[config.mk]
export PLATFORM = sky130hd
export DESIGN_NAME = wave_seq_slots
export DESIGN_NICKNAME = d
export VERILOG_FILES = /design/src/rtl/wave_seq_pkg.sv /design/src/rtl/slot_regs.sv /design/src/rtl/idle_timer.sv /design/src/rtl/wave_seq_slots.sv
export SDC_FILE = /design/constraint.sdc
export NUM_CORES = 1
export LEC_CHECK = 0
export ABC_AREA = 0
export BUFFER_PORTS_ARGS = -buffer_cell sky130_fd_sc_hd__buf_2
export CORE_ASPECT_RATIO = 0.7
export CORE_MARGIN = 5
export CORE_UTILIZATION = 44
export DETAILED_ROUTE_END_ITERATION = 10
export PLACE_DENSITY_LB_ADDON = 0.12
export SETUP_SLACK_MARGIN = 0.5
export SYNTH_ARGS = -nofsm -noshare
export SYNTH_HDL_FRONTEND = slang
export SYNTH_SLANG_ARGS = --single-unit
[constraint.sdc]
create_clock -name mclk_i -period 3.77 [get_ports mclk_i]
set_input_delay 0.9425 -clock mclk_i [delete_from_list [all_inputs] [get_ports mclk_i]]
set_output_delay 0.9425 -clock mclk_i [all_outputs]
set_load 0.02 [all_outputs]
[src/rtl/wave_seq_pkg.sv]
package wave_seq_pkg;

  // Register offsets on the host register port
  localparam logic [7:0] OFF_CTRL = 8'h0c;
  localparam logic [7:0] OFF_SLOT_FIRST = 8'h0f;
  localparam logic [7:0] OFF_SLOT_LAST = 8'h16;
  localparam logic [7:0] OFF_SLOT_THREE = 8'h11;
  localparam logic [7:0] OFF_SLOT_FOUR = 8'h12;

  // Field positions
  localparam int unsigned CTRL_GO_BIT = 0;
  localparam int unsigned SLOT_FLAG_BIT = 7;
  localparam int unsigned SLOT_VAL_MSB = 6;

  // Reset values
  localparam logic [7:0] SLOT_RESET = 8'h00;
  localparam logic [7:0] RDATA_RESET = 8'h00;
  localparam logic [7:0] UNMAPPED_READ = 8'h00;

  // Sequencer geometry
  localparam int unsigned SLOT_COUNT = 8;
  localparam logic [2:0] SLOT_IDX_FIRST = 3'h0;
  localparam logic [2:0] SLOT_IDX_LAST = 3'h7;

  // Timing: one idle unit and its length in clock cycles
  localparam int unsigned CLK_HZ = 10_000_000;
  localparam int unsigned IDLE_UNIT_MS = 10;
  localparam int unsigned IDLE_UNIT_CYCLES = (CLK_HZ / 1000) * IDLE_UNIT_MS;
  localparam int unsigned TICK_CNT_W = 17;

  typedef logic [TICK_CNT_W-1:0] tick_cnt_t;
  typedef logic [7:0] slot_t;
  typedef logic [SLOT_COUNT-1:0][7:0] slot_array_t;

  typedef enum logic [3:0] {
    SEQ_IDLE = 4'b0001,
    SEQ_FETCH = 4'b0010,
    SEQ_PLAY = 4'b0100,
    SEQ_WAIT = 4'b1000
  } seq_state_t;

endpackage

[src/rtl/slot_regs.sv]
`timescale 1ns/1ps
module slot_regs (
  // Clock and reset
  input wire logic mclk_i,
  input wire logic rst_i,
  // Register write port
  input wire logic [7:0] addr_i,
  input wire logic [7:0] wdata_i,
  input wire logic wr_i,
  // Stored slots, index 0 at the first slot offset
  output wave_seq_pkg::slot_array_t slots_o
);

  typedef struct packed {
    wave_seq_pkg::slot_array_t slots;
  } regs_state_t;

  regs_state_t s_q;
  regs_state_t s_d;
  logic [wave_seq_pkg::SLOT_COUNT-1:0] hit;

  genvar g;
  generate
    for (g = 0; g < wave_seq_pkg::SLOT_COUNT; g++) begin : g_hit
      assign hit[g] = wr_i && (addr_i == wave_seq_pkg::OFF_SLOT_FIRST + 8'(g));
    end
  endgenerate

  always_comb begin
    s_d = s_q;
    for (int i = 0; i < wave_seq_pkg::SLOT_COUNT; i++) begin
      if (hit[i]) begin
        s_d.slots[i] = wdata_i;
      end
    end
  end

  always_ff @(posedge mclk_i) begin
    if (rst_i) begin
      s_q <= {wave_seq_pkg::SLOT_COUNT{wave_seq_pkg::SLOT_RESET}};
    end else begin
      s_q <= s_d;
    end
  end

  assign slots_o = s_q.slots;

endmodule // slot_regs

[src/rtl/idle_timer.sv]
`timescale 1ns/1ps
module idle_timer #(
  parameter int unsigned UNIT_CYCLES = wave_seq_pkg::IDLE_UNIT_CYCLES
) (
  // Clock and reset
  input wire logic mclk_i,
  input wire logic rst_i,
  // Control from the sequencer
  input wire logic load_i,
  input wire logic [6:0] units_i,
  input wire logic abort_i,
  // Status
  output logic done_o,
  output logic busy_o
);

  localparam wave_seq_pkg::tick_cnt_t DIV_LAST = wave_seq_pkg::tick_cnt_t'(UNIT_CYCLES - 1);

  typedef struct packed {
    logic busy;
    logic done;
    logic [6:0] units;
    wave_seq_pkg::tick_cnt_t div;
  } timer_state_t;

  timer_state_t s_q;
  timer_state_t s_d;

  always_comb begin
    s_d = s_q;
    s_d.done = 1'b0;
    if (abort_i) begin
      s_d.busy = 1'b0;
    end else if (load_i) begin
      // A zero count never reaches here: the sequencer ends on it
      s_d.busy = 1'b1;
      s_d.units = units_i;
      s_d.div = '0;
    end else if (s_q.busy) begin
      if (s_q.div == DIV_LAST) begin
        s_d.div = '0;
        s_d.units = s_q.units - 7'h01; // [RULE9]
        if (s_q.units == 7'h01) begin
          s_d.busy = 1'b0;
          s_d.done = 1'b1;
        end
      end else begin
        s_d.div = s_q.div + wave_seq_pkg::tick_cnt_t'(1);
      end
    end
  end

  always_ff @(posedge mclk_i) begin
    if (rst_i) begin
      s_q <= '0;
    end else begin
      s_q <= s_d;
    end
  end

  assign done_o = s_q.done;
  assign busy_o = s_q.busy;

endmodule // idle_timer

[src/rtl/wave_seq_slots.sv]
// Contract
// [RULE1] Delay flag set: idle the engine for value times 10 ms, then advance.
// [RULE2] Timed idle slots form pauses between waveforms played in sequence.
// [RULE3] Delay flag clear: bits 6..0 are a waveform identifier to play.
// [RULE4] The identifier is the library index handed to the playback engine.
// [RULE5] Setting the start bit at 0x0C begins sequencing at slot 0x0F.
// [RULE6] When a slot finishes, advance to the next; play only non-zero ones.
// [RULE7] End at the first zero identifier or after all eight slots.
// [RULE8] A zero identifier is a stop marker and is not played.
// [RULE9] Idle time is the seven-bit value times a fixed 10 ms unit.
// [RULE10] Seven-bit value zero ends the sequence whatever the flag, engine idles.
`timescale 1ns/1ps
module wave_seq_slots #(
  parameter int unsigned IDLE_UNIT_CYCLES = wave_seq_pkg::IDLE_UNIT_CYCLES
) (
  // Clock and reset
  input wire logic mclk_i,
  input wire logic rst_i,
  // Host register port
  input wire logic [7:0] reg_addr_i,
  input wire logic [7:0] reg_wdata_i,
  input wire logic reg_wr_i,
  input wire logic reg_rd_i,
  output logic [7:0] reg_rdata_o,
  // Playback engine handshake
  output logic wave_start_o,
  output logic [6:0] wave_id_o,
  output logic wave_stop_o,
  input wire logic wave_done_i,
  // Sequencer status
  output logic seq_busy_o,
  output logic [2:0] seq_slot_o,
  output logic seq_idle_wait_o,
  output logic seq_end_o
);

  typedef struct packed {
    wave_seq_pkg::seq_state_t st;
    logic go;
    logic [2:0] idx;
    logic [6:0] wave_id;
    logic wave_start;
    logic wave_stop;
    logic seq_end;
    logic [7:0] rdata;
  } top_state_t;

  top_state_t s_q;
  top_state_t s_d;

  wave_seq_pkg::slot_array_t slots;
  wave_seq_pkg::slot_t cur_slot;
  logic [6:0] cur_val;
  logic cur_flag;
  logic ctrl_wr;
  logic go_set;
  logic go_clr;
  logic timer_load;
  logic timer_abort;
  logic timer_done;
  logic timer_busy;
  logic advance;
  logic finish;
  logic [7:0] rd_val;

  slot_regs u_slot_regs (
    .mclk_i(mclk_i),
    .rst_i(rst_i),
    .addr_i(reg_addr_i),
    .wdata_i(reg_wdata_i),
    .wr_i(reg_wr_i),
    .slots_o(slots)
  );

  idle_timer #(
    .UNIT_CYCLES(IDLE_UNIT_CYCLES)
  ) u_idle_timer (
    .mclk_i(mclk_i),
    .rst_i(rst_i),
    .load_i(timer_load),
    .units_i(cur_val),
    .abort_i(timer_abort),
    .done_o(timer_done),
    .busy_o(timer_busy)
  );

  // Slot under the sequencer; writes to it take effect at the next fetch
  assign cur_slot = slots[s_q.idx];
  assign cur_val = cur_slot[wave_seq_pkg::SLOT_VAL_MSB:0];
  assign cur_flag = cur_slot[wave_seq_pkg::SLOT_FLAG_BIT];

  assign ctrl_wr = reg_wr_i && (reg_addr_i == wave_seq_pkg::OFF_CTRL);
  assign go_set = ctrl_wr && reg_wdata_i[wave_seq_pkg::CTRL_GO_BIT];
  assign go_clr = ctrl_wr && !reg_wdata_i[wave_seq_pkg::CTRL_GO_BIT];

  // Read mux: unmapped offsets read as zero
  always_comb begin
    rd_val = wave_seq_pkg::UNMAPPED_READ;
    if (reg_addr_i == wave_seq_pkg::OFF_CTRL) begin
      rd_val = 8'h00;
      rd_val[wave_seq_pkg::CTRL_GO_BIT] = s_q.go;
    end else if ((reg_addr_i >= wave_seq_pkg::OFF_SLOT_FIRST) &&
                 (reg_addr_i <= wave_seq_pkg::OFF_SLOT_LAST)) begin
      rd_val = slots[3'(reg_addr_i - wave_seq_pkg::OFF_SLOT_FIRST)];
    end
  end

  always_comb begin
    s_d = s_q;
    s_d.wave_start = 1'b0;
    s_d.wave_stop = 1'b0;
    s_d.seq_end = 1'b0;
    timer_load = 1'b0;
    timer_abort = 1'b0;
    advance = 1'b0;
    finish = 1'b0;

    if (reg_rd_i) begin
      s_d.rdata = rd_val;
    end

    unique case (s_q.st)
      wave_seq_pkg::SEQ_IDLE: begin
        if (go_set) begin
          s_d.go = 1'b1;
          s_d.idx = wave_seq_pkg::SLOT_IDX_FIRST; // [RULE5]
          s_d.st = wave_seq_pkg::SEQ_FETCH;
        end
      end
      wave_seq_pkg::SEQ_FETCH: begin
        if (cur_val == 7'h00) begin
          // Stop marker, regardless of the delay flag, is never played
          finish = 1'b1; // [RULE8] [RULE10] [RULE7]
        end else if (cur_flag) begin
          timer_load = 1'b1; // [RULE1] [RULE2]
          s_d.st = wave_seq_pkg::SEQ_WAIT;
        end else begin
          s_d.wave_id = cur_val; // [RULE3] [RULE4]
          s_d.wave_start = 1'b1;
          s_d.st = wave_seq_pkg::SEQ_PLAY;
        end
      end
      wave_seq_pkg::SEQ_PLAY: begin
        if (wave_done_i) begin
          advance = 1'b1; // [RULE6]
        end
      end
      wave_seq_pkg::SEQ_WAIT: begin
        if (timer_done) begin
          advance = 1'b1; // [RULE1]
        end
      end
    endcase

    if (advance) begin
      if (s_q.idx == wave_seq_pkg::SLOT_IDX_LAST) begin
        finish = 1'b1; // [RULE7]
      end else begin
        s_d.idx = s_q.idx + 3'h1; // [RULE6]
        s_d.st = wave_seq_pkg::SEQ_FETCH;
      end
    end

    // Software abort: clearing the start bit while busy stops at once
    if ((s_q.st != wave_seq_pkg::SEQ_IDLE) && go_clr) begin
      s_d.go = 1'b0;
      s_d.st = wave_seq_pkg::SEQ_IDLE;
      s_d.wave_start = 1'b0;
      s_d.wave_stop = (s_q.st == wave_seq_pkg::SEQ_PLAY) || s_q.wave_start;
      timer_abort = 1'b1;
      timer_load = 1'b0;
    end else if (finish) begin
      s_d.seq_end = 1'b1;
      if (go_set) begin
        // A start written in the ending cycle wins over the clear
        s_d.go = 1'b1;
        s_d.idx = wave_seq_pkg::SLOT_IDX_FIRST; // [RULE5]
        s_d.st = wave_seq_pkg::SEQ_FETCH;
      end else begin
        s_d.go = 1'b0;
        s_d.st = wave_seq_pkg::SEQ_IDLE; // [RULE10]
      end
    end
  end

  always_ff @(posedge mclk_i) begin
    if (rst_i) begin
      s_q.st <= wave_seq_pkg::SEQ_IDLE;
      s_q.go <= 1'b0;
      s_q.idx <= wave_seq_pkg::SLOT_IDX_FIRST;
      s_q.wave_id <= 7'h00;
      s_q.wave_start <= 1'b0;
      s_q.wave_stop <= 1'b0;
      s_q.seq_end <= 1'b0;
      s_q.rdata <= wave_seq_pkg::RDATA_RESET;
    end else begin
      s_q <= s_d;
    end
  end

  assign reg_rdata_o = s_q.rdata;
  assign wave_start_o = s_q.wave_start;
  assign wave_id_o = s_q.wave_id;
  assign wave_stop_o = s_q.wave_stop;
  assign seq_busy_o = s_q.go;
  assign seq_slot_o = s_q.idx;
  // Engine is held idle during a timed slot
  assign seq_idle_wait_o = timer_busy; // [RULE2]
  assign seq_end_o = s_q.seq_end;

endmodule // wave_seq_slots

* Word level (Yosys, flattened, before mapping)
Index checks and enable logic that the tools add are counted.
Cells by class: $add $sub $neg 4, multiply operators 0, divide/modulo/power cells 0, magnitude comparators 4, equal/unequal tests 17, shift operators 0, mux-type cells 39, bitwise gates (word level) 7, reductions and logical operators 29
Operators by type and width (count):
- == test 8 x 5 -> 1 bit, second input constant | 7
- binary-select mux 8 bit (select 3 bit) | 2
- two-way mux 8 bit | 6
- two-way mux 26 bit | 1
- two-way mux 24 bit | 1
- two-way mux 4 bit | 5
- adder 17 x 1 -> 17 bit, second input constant | 1
- == test 17 bit, second input constant | 1
- two-way mux 17 bit | 1
- == test 8 x 4 -> 1 bit, second input constant | 2
- two-way mux 3 bit | 5
- two-way mux 1 bit | 14
- logical AND 1 bit | 13
- two-way mux 9 bit | 1
- >= comparator 8 x 4 -> 1 bit, second input constant | 1
- <= comparator 8 x 5 -> 1 bit, second input constant | 1
- less-than comparator 3 x 4 -> 1 bit, second input constant | 2
- case mux 4 bit (2 select lines) | 1
- nonzero test 2 bit | 4
- == test 7 x 1 -> 1 bit, second input constant | 1
- zero test 7 bit | 1
- NOT 1 bit | 7
- subtractor 7 x 1 -> 7 bit, second input constant | 1
- AND reduction 3 bit | 2
- 16 further kinds | 19
Storage, ports and cells: register bits after elaboration 116, latch bits 0, bits in writable memories 0, bits in read-only memories 0, bits of input ports 21, output and inout port bits 23, logic and storage cells 120, memories kept 0

* Logic depth before layout (Yosys ltp)
depth after elaboration 10, depth in mapped cells 11, gate-level depth less buffers 9

* Hierarchy
Synthesis repeated with hierarchy kept, for this count alone.
Second synthesis, totals: cells, all modules 644, area, all modules 6523.8 µm²
Modules (own cells, without submodules):
- slot_regs | times used 1, cells each 235, area an instance 2598.7 µm²
- wave_seq_slots | times used 1, cells each 217, area an instance 2376.0 µm²
- idle_timer | times used 1, cells each 192, area an instance 1549.0 µm²

* Worst setup path after synthesis
No wires, ideal clock.
path type input-to-reg, start point in reg_addr_i[0], end point reg s_q (netlist bit reg_rdata_o[1]), library setup time 0.132 ns, data arrival time 3.813 ns, data required time 3.638 ns, path slack -0.175 ns, cell stages on the path 10, path buffers 4, cell sequence clkbuf_1 > buf_1 > inv_1 > ha_1 > clkbuf_1 > buf_1 > mux4_2 > mux2_2 > nand3_1 > a21oi_1
Between the ends: cells in the longest elaborated chain, start to end 5
RTL lines:
- start, declared | RTL line wave_seq_slots.sv:20 | input wire logic [7:0] reg_addr_i,
- subtractor 3 bit | RTL line wave_seq_slots.sv:104 | rd_val = slots[3'(reg_addr_i - wave_seq_pkg::OFF_SLOT_FIRST)];
- binary-select mux 8 bit (select 3 bit) | RTL line wave_seq_slots.sv:104
- two-way mux 8 bit (not written as such) | RTL line wave_seq_slots.sv:104
- two-way mux 8 bit | RTL line wave_seq_slots.sv:102 | end else if ((reg_addr_i >= wave_seq_pkg::OFF_SLOT_FIRST) &&
- two-way mux 8 bit * | RTL line wave_seq_slots.sv:99 | if (reg_addr_i == wave_seq_pkg::OFF_CTRL) begin
- end, declared | RTL line wave_seq_slots.sv:48 | top_state_t s_q;
Every way passes the cells marked *; elsewhere a longest branch is shown, timed or not. The select of a mux whose other input is x is not followed. A chain may end at the register's enable or synchronous reset.

* Worst setup path in the final report
start point reg s_q (netlist bit seq_slot_o[2]), end point reg u_idle_timer.s_q[11] in the netlist's numbering
Between the ends: cells in the longest elaborated chain, start to end 8
RTL lines:
- binary-select mux 8 bit (select 3 bit) * | RTL line wave_seq_slots.sv:88 | assign cur_slot = slots[s_q.idx];
- two-way mux 8 bit (not written as such) * | RTL line wave_seq_slots.sv:88
- zero test 7 bit or two-way mux 1 bit (tied branches) | RTL line wave_seq_slots.sv:131, wave_seq_slots.sv:134
- two-way mux 1 bit * | RTL line wave_seq_slots.sv:131 | if (cur_val == 7'h00) begin
- two-way mux 1 bit * | RTL line wave_seq_slots.sv:122 | unique case (s_q.st)
- two-way mux 1 bit * | RTL line wave_seq_slots.sv:165 | if ((s_q.st != wave_seq_pkg::SEQ_IDLE) && go_clr) begin
- nonzero test 2 bit (no source line)
- AND reduction 2 bit (no source line)
- end signal, assigned | RTL line idle_timer.sv:55 | s_q <= '0;
- end signal, assigned | RTL line idle_timer.sv:57 | s_q <= s_d;
- end, declared | RTL line idle_timer.sv:26 | timer_state_t s_q;
Marks and branches as above.

==> out/metrics.yaml <==
status:
  outcome: "complete, no violations"
synth:
  syn_nets: 681
  synth_fa_ha_area_share_pct: 1.88
  synth-simple-area-share_pct: 20.7
  yosys_warnings: 0
  async_flop_share_pct: 0
  syn_avg_cell_area_um2: 9.20
  synthTopCellsByArea: "dfxtp_1, mux4_2, a21oi_1"
  synth_top_family_by_area: "simple AND/OR/NAND/NOR gates"
  ys_seq_elements: 116
  ys_seq_area_share_pct: 38.8
  synth.cell_area_mm2: 0.00599
  synth_cells: 651
  synth_area_leader_cell: "dfxtp_1"
  synth_compound_area_share_pct: 10.5
  synthMuxAreaShare_pct: 19.6
  synth-edff-count: 0
  ys.flop_type: "dfxtp_1"
  synth_xor_area_share_pct: 2.05
  synth_top_area_share_pct: 38.8
  synth_cell_types: 51
route:
  wl_per_cell_um: 19.6
  drt-initial-drc-count: 502
  drc: 0
  drt_first_pass_iters: 5
  ant_nets: 0
  drt-total-wl_um: 17000
  viasPerCell: 5.77
  vias: 5007
grt:
  grt_use_total_pct: 22.1
  grt_first_pass_wirelength_um: 27500
  grt_pass1_vias: 4833
  antenna_found_initial: 0
  grt-ovfl-total: 0
  grt_max_degree: 89
floorplanning:
  io_pins: 44
  die_area_mm2: 0.0161
  fp-row-count: 35
  core_mm2: 0.0132
  initial_core_util_pct: 45.3
  die_w_um: 149
  dieHeight_um: 108
cells_and_area:
  fin_nets: 702
  n_antenna_cell: 0
  layout_common_cells: "dfxtp_1, nand2_1, a21oi_1"
  final_core_utilization_pct: 51.6
  area_delta_synth_final_pct: 13.9
  fin_cells: 868
  drive_gt1_share_pct: 22.5
  mostFrequentLayoutCell: "dfxtp_1"
  fillers: 1247
critical_path:
  rrSetupSlack_ns: 0.68
  crit_fanout: 11
  cp-start-kind: "flop"
  r2r-start: "seq_slot_o[2]"
  critPathKind: "reg -> reg"
  critPathArrivalTime_ns: 3.43
  crit_required_ns: 4.11
  end_kind: "flop"
  r2r_cells: 8
  reg2reg_to: "u_idle_timer.s_q[11]"
power_and_ir_drop:
  p_leak_nw: 2.49
  p_per_area_mw_per_mm2: 407
  p_total_w: 0.00278
  ir_drop_uv: 235
sta:
  fin_hold_ws_ns: 0.475
  tns_ns: 0
  hold_violations: 0
  skew_ns: 0.0133
  finalMaxSlewViolations: 0
  period_minus_slack_ns: 3.09
  min_period_over_period_pct: 82.0
  tightest_slew_ns: 0.987
  max_freq_mhz: 324
  maxSlewHeadroom_pct: 34.2
  rsz0062_at_grt: "false"
  setup_viol: 0
clock_network:
  clkSinkCount: 116
  cts_root_buf: "clkbuf_16"
  cts_hold_buf: 0
  clkLatencyLatePin_ns: 0.42
  cts_tree: "built"
  numCtsBuffers: 17
  clk_pin_slew_ns: 0.05
  h-tree-depth: 4
  clockBufferDepth: 2
placement:
  place_congestion: 0.866
  dp_hpwl_um: 11900
  dp_cells: 836
  port-buffer-count: 43
job:
  drv_cap: 0
worst_hold_path:
  hp-start: "u_slot_regs.slots_o[12]"
  min_path_cells: 2
  holdPathEnd: "u_slot_regs.slots_o[12]"
  worst_hold_path_type: "reg -> reg"
==> registers in the layout (all words and copies together) (netlist names) <==
| signal | count |
|---|---|
| u_slot_regs.slots_o | 64 |
| wave_id_o | 7 |
| wave_start_o | 1 |
| u_idle_timer.done_o | 1 |
| u_idle_timer.busy_o | 1 |
| seq_slot_o | 3 |
| wave_stop_o | 1 |
| seq_busy_o | 1 |
| reg_rdata_o | 8 |
| s_q | 4 |
| seq_end_o | 1 |
| u_idle_timer.s_q | 24 |
==> report_power, final <==
part	internal [W]	switching, W	leakage [nW]
combinational	0.0000385	0.0000851	1.31
clock	0.000857	0.000567	0.253
sequential	0.00123	0.000000993	0.936
==> Yosys cell counts, types with 10 or more instances <==
cell type	number
a21oi_1	72
o21ai_0	11
nand3_1	66
nand2_1	75
inv_1	10
mux2i_1	26
nor2_1	59
mux4_2	28
clkbuf_1	32
mux2_2	16
dfxtp_1	116
buf_4	18
==> metrics by stage <==
step	instance area, um2	setup slack [ns]
after global placement	6270	0.383
after global routing	6820	0.525
after CTS	6790	0.512
after detailed placement	6270	0.297
final	6820	0.680
after floorplan	6000	0.533
==> routing by layer <==
layer	global-route usage [%]	wire length, um	share of wire, %
met1	34.1	8510	50
met4	5.75	167	0.98
met5	0	0	0
met3	4.92	1180	6.9
met2	30.9	7200	42
==> cells by family after synthesis <==
kind of cell             count (synthesis)
AO/OA/AOI/OAI                          106
flip-flops                             116
adder cells (fa/ha/maj)                  9
buffers and inverters                   73
XOR/XNOR                                14
AND/OR/NAND/NOR                        259
multiplexers                            74
==> what timing repair did <==
| action | 4_1_cts | 5_1_grt |
|---|---|---|
| pin swaps | 0 | 1 |
| setup buffers | 0 | 2 |
| gates cloned | 0 | 0 |
| setup endpoints to repair | 32 | 34 |
| resized for setup | 3 | 4 |
==> worst max-delay path, stage by stage (launching register included) <==
cell	delay, ns
dfxtp_4	0.42
buf_4	0.22
mux4_1	0.58
mux2_2	0.32
or3_1	0.48
o211ai_4	0.26
or2_1	0.22
nand2_1	0.30
a21oi_1	0.21
==> how the worst max path moves through the flow <==
stage	start	end	slack [ns]	depth (start not counted)
after detailed placement	seq_slot_o[2]	seq_slot_o[2]	0.30	8
after global placement	seq_slot_o[2]	seq_slot_o[1]	0.38	8
after CTS	seq_slot_o[0]	u_idle_timer.s_q[13]	0.51	8
after floorplan	reg_addr_i[0]	reg_rdata_o[1]	0.53	10
after global routing	seq_slot_o[2]	wave_id_o[1]	0.52	8
final	seq_slot_o[2]	u_idle_timer.s_q[11]	0.68	8
==> layout make-up <==
type / instances / area [um2] / area share, %
Timing Repair Buffer: 65 / 405 / 5.94
Sequential cell: 116 / 2330 / 34.1
Tap cell: 185 / 231 / 3.39
Clock buffer: 20 / 457 / 6.70
Inverter: 10 / 37.5 / 0.550
Multi-Input combinational cell: 462 / 3300 / 48.4
Clock inverter: 10 / 61.3 / 0.899
(Power assumes the default switching activity.)
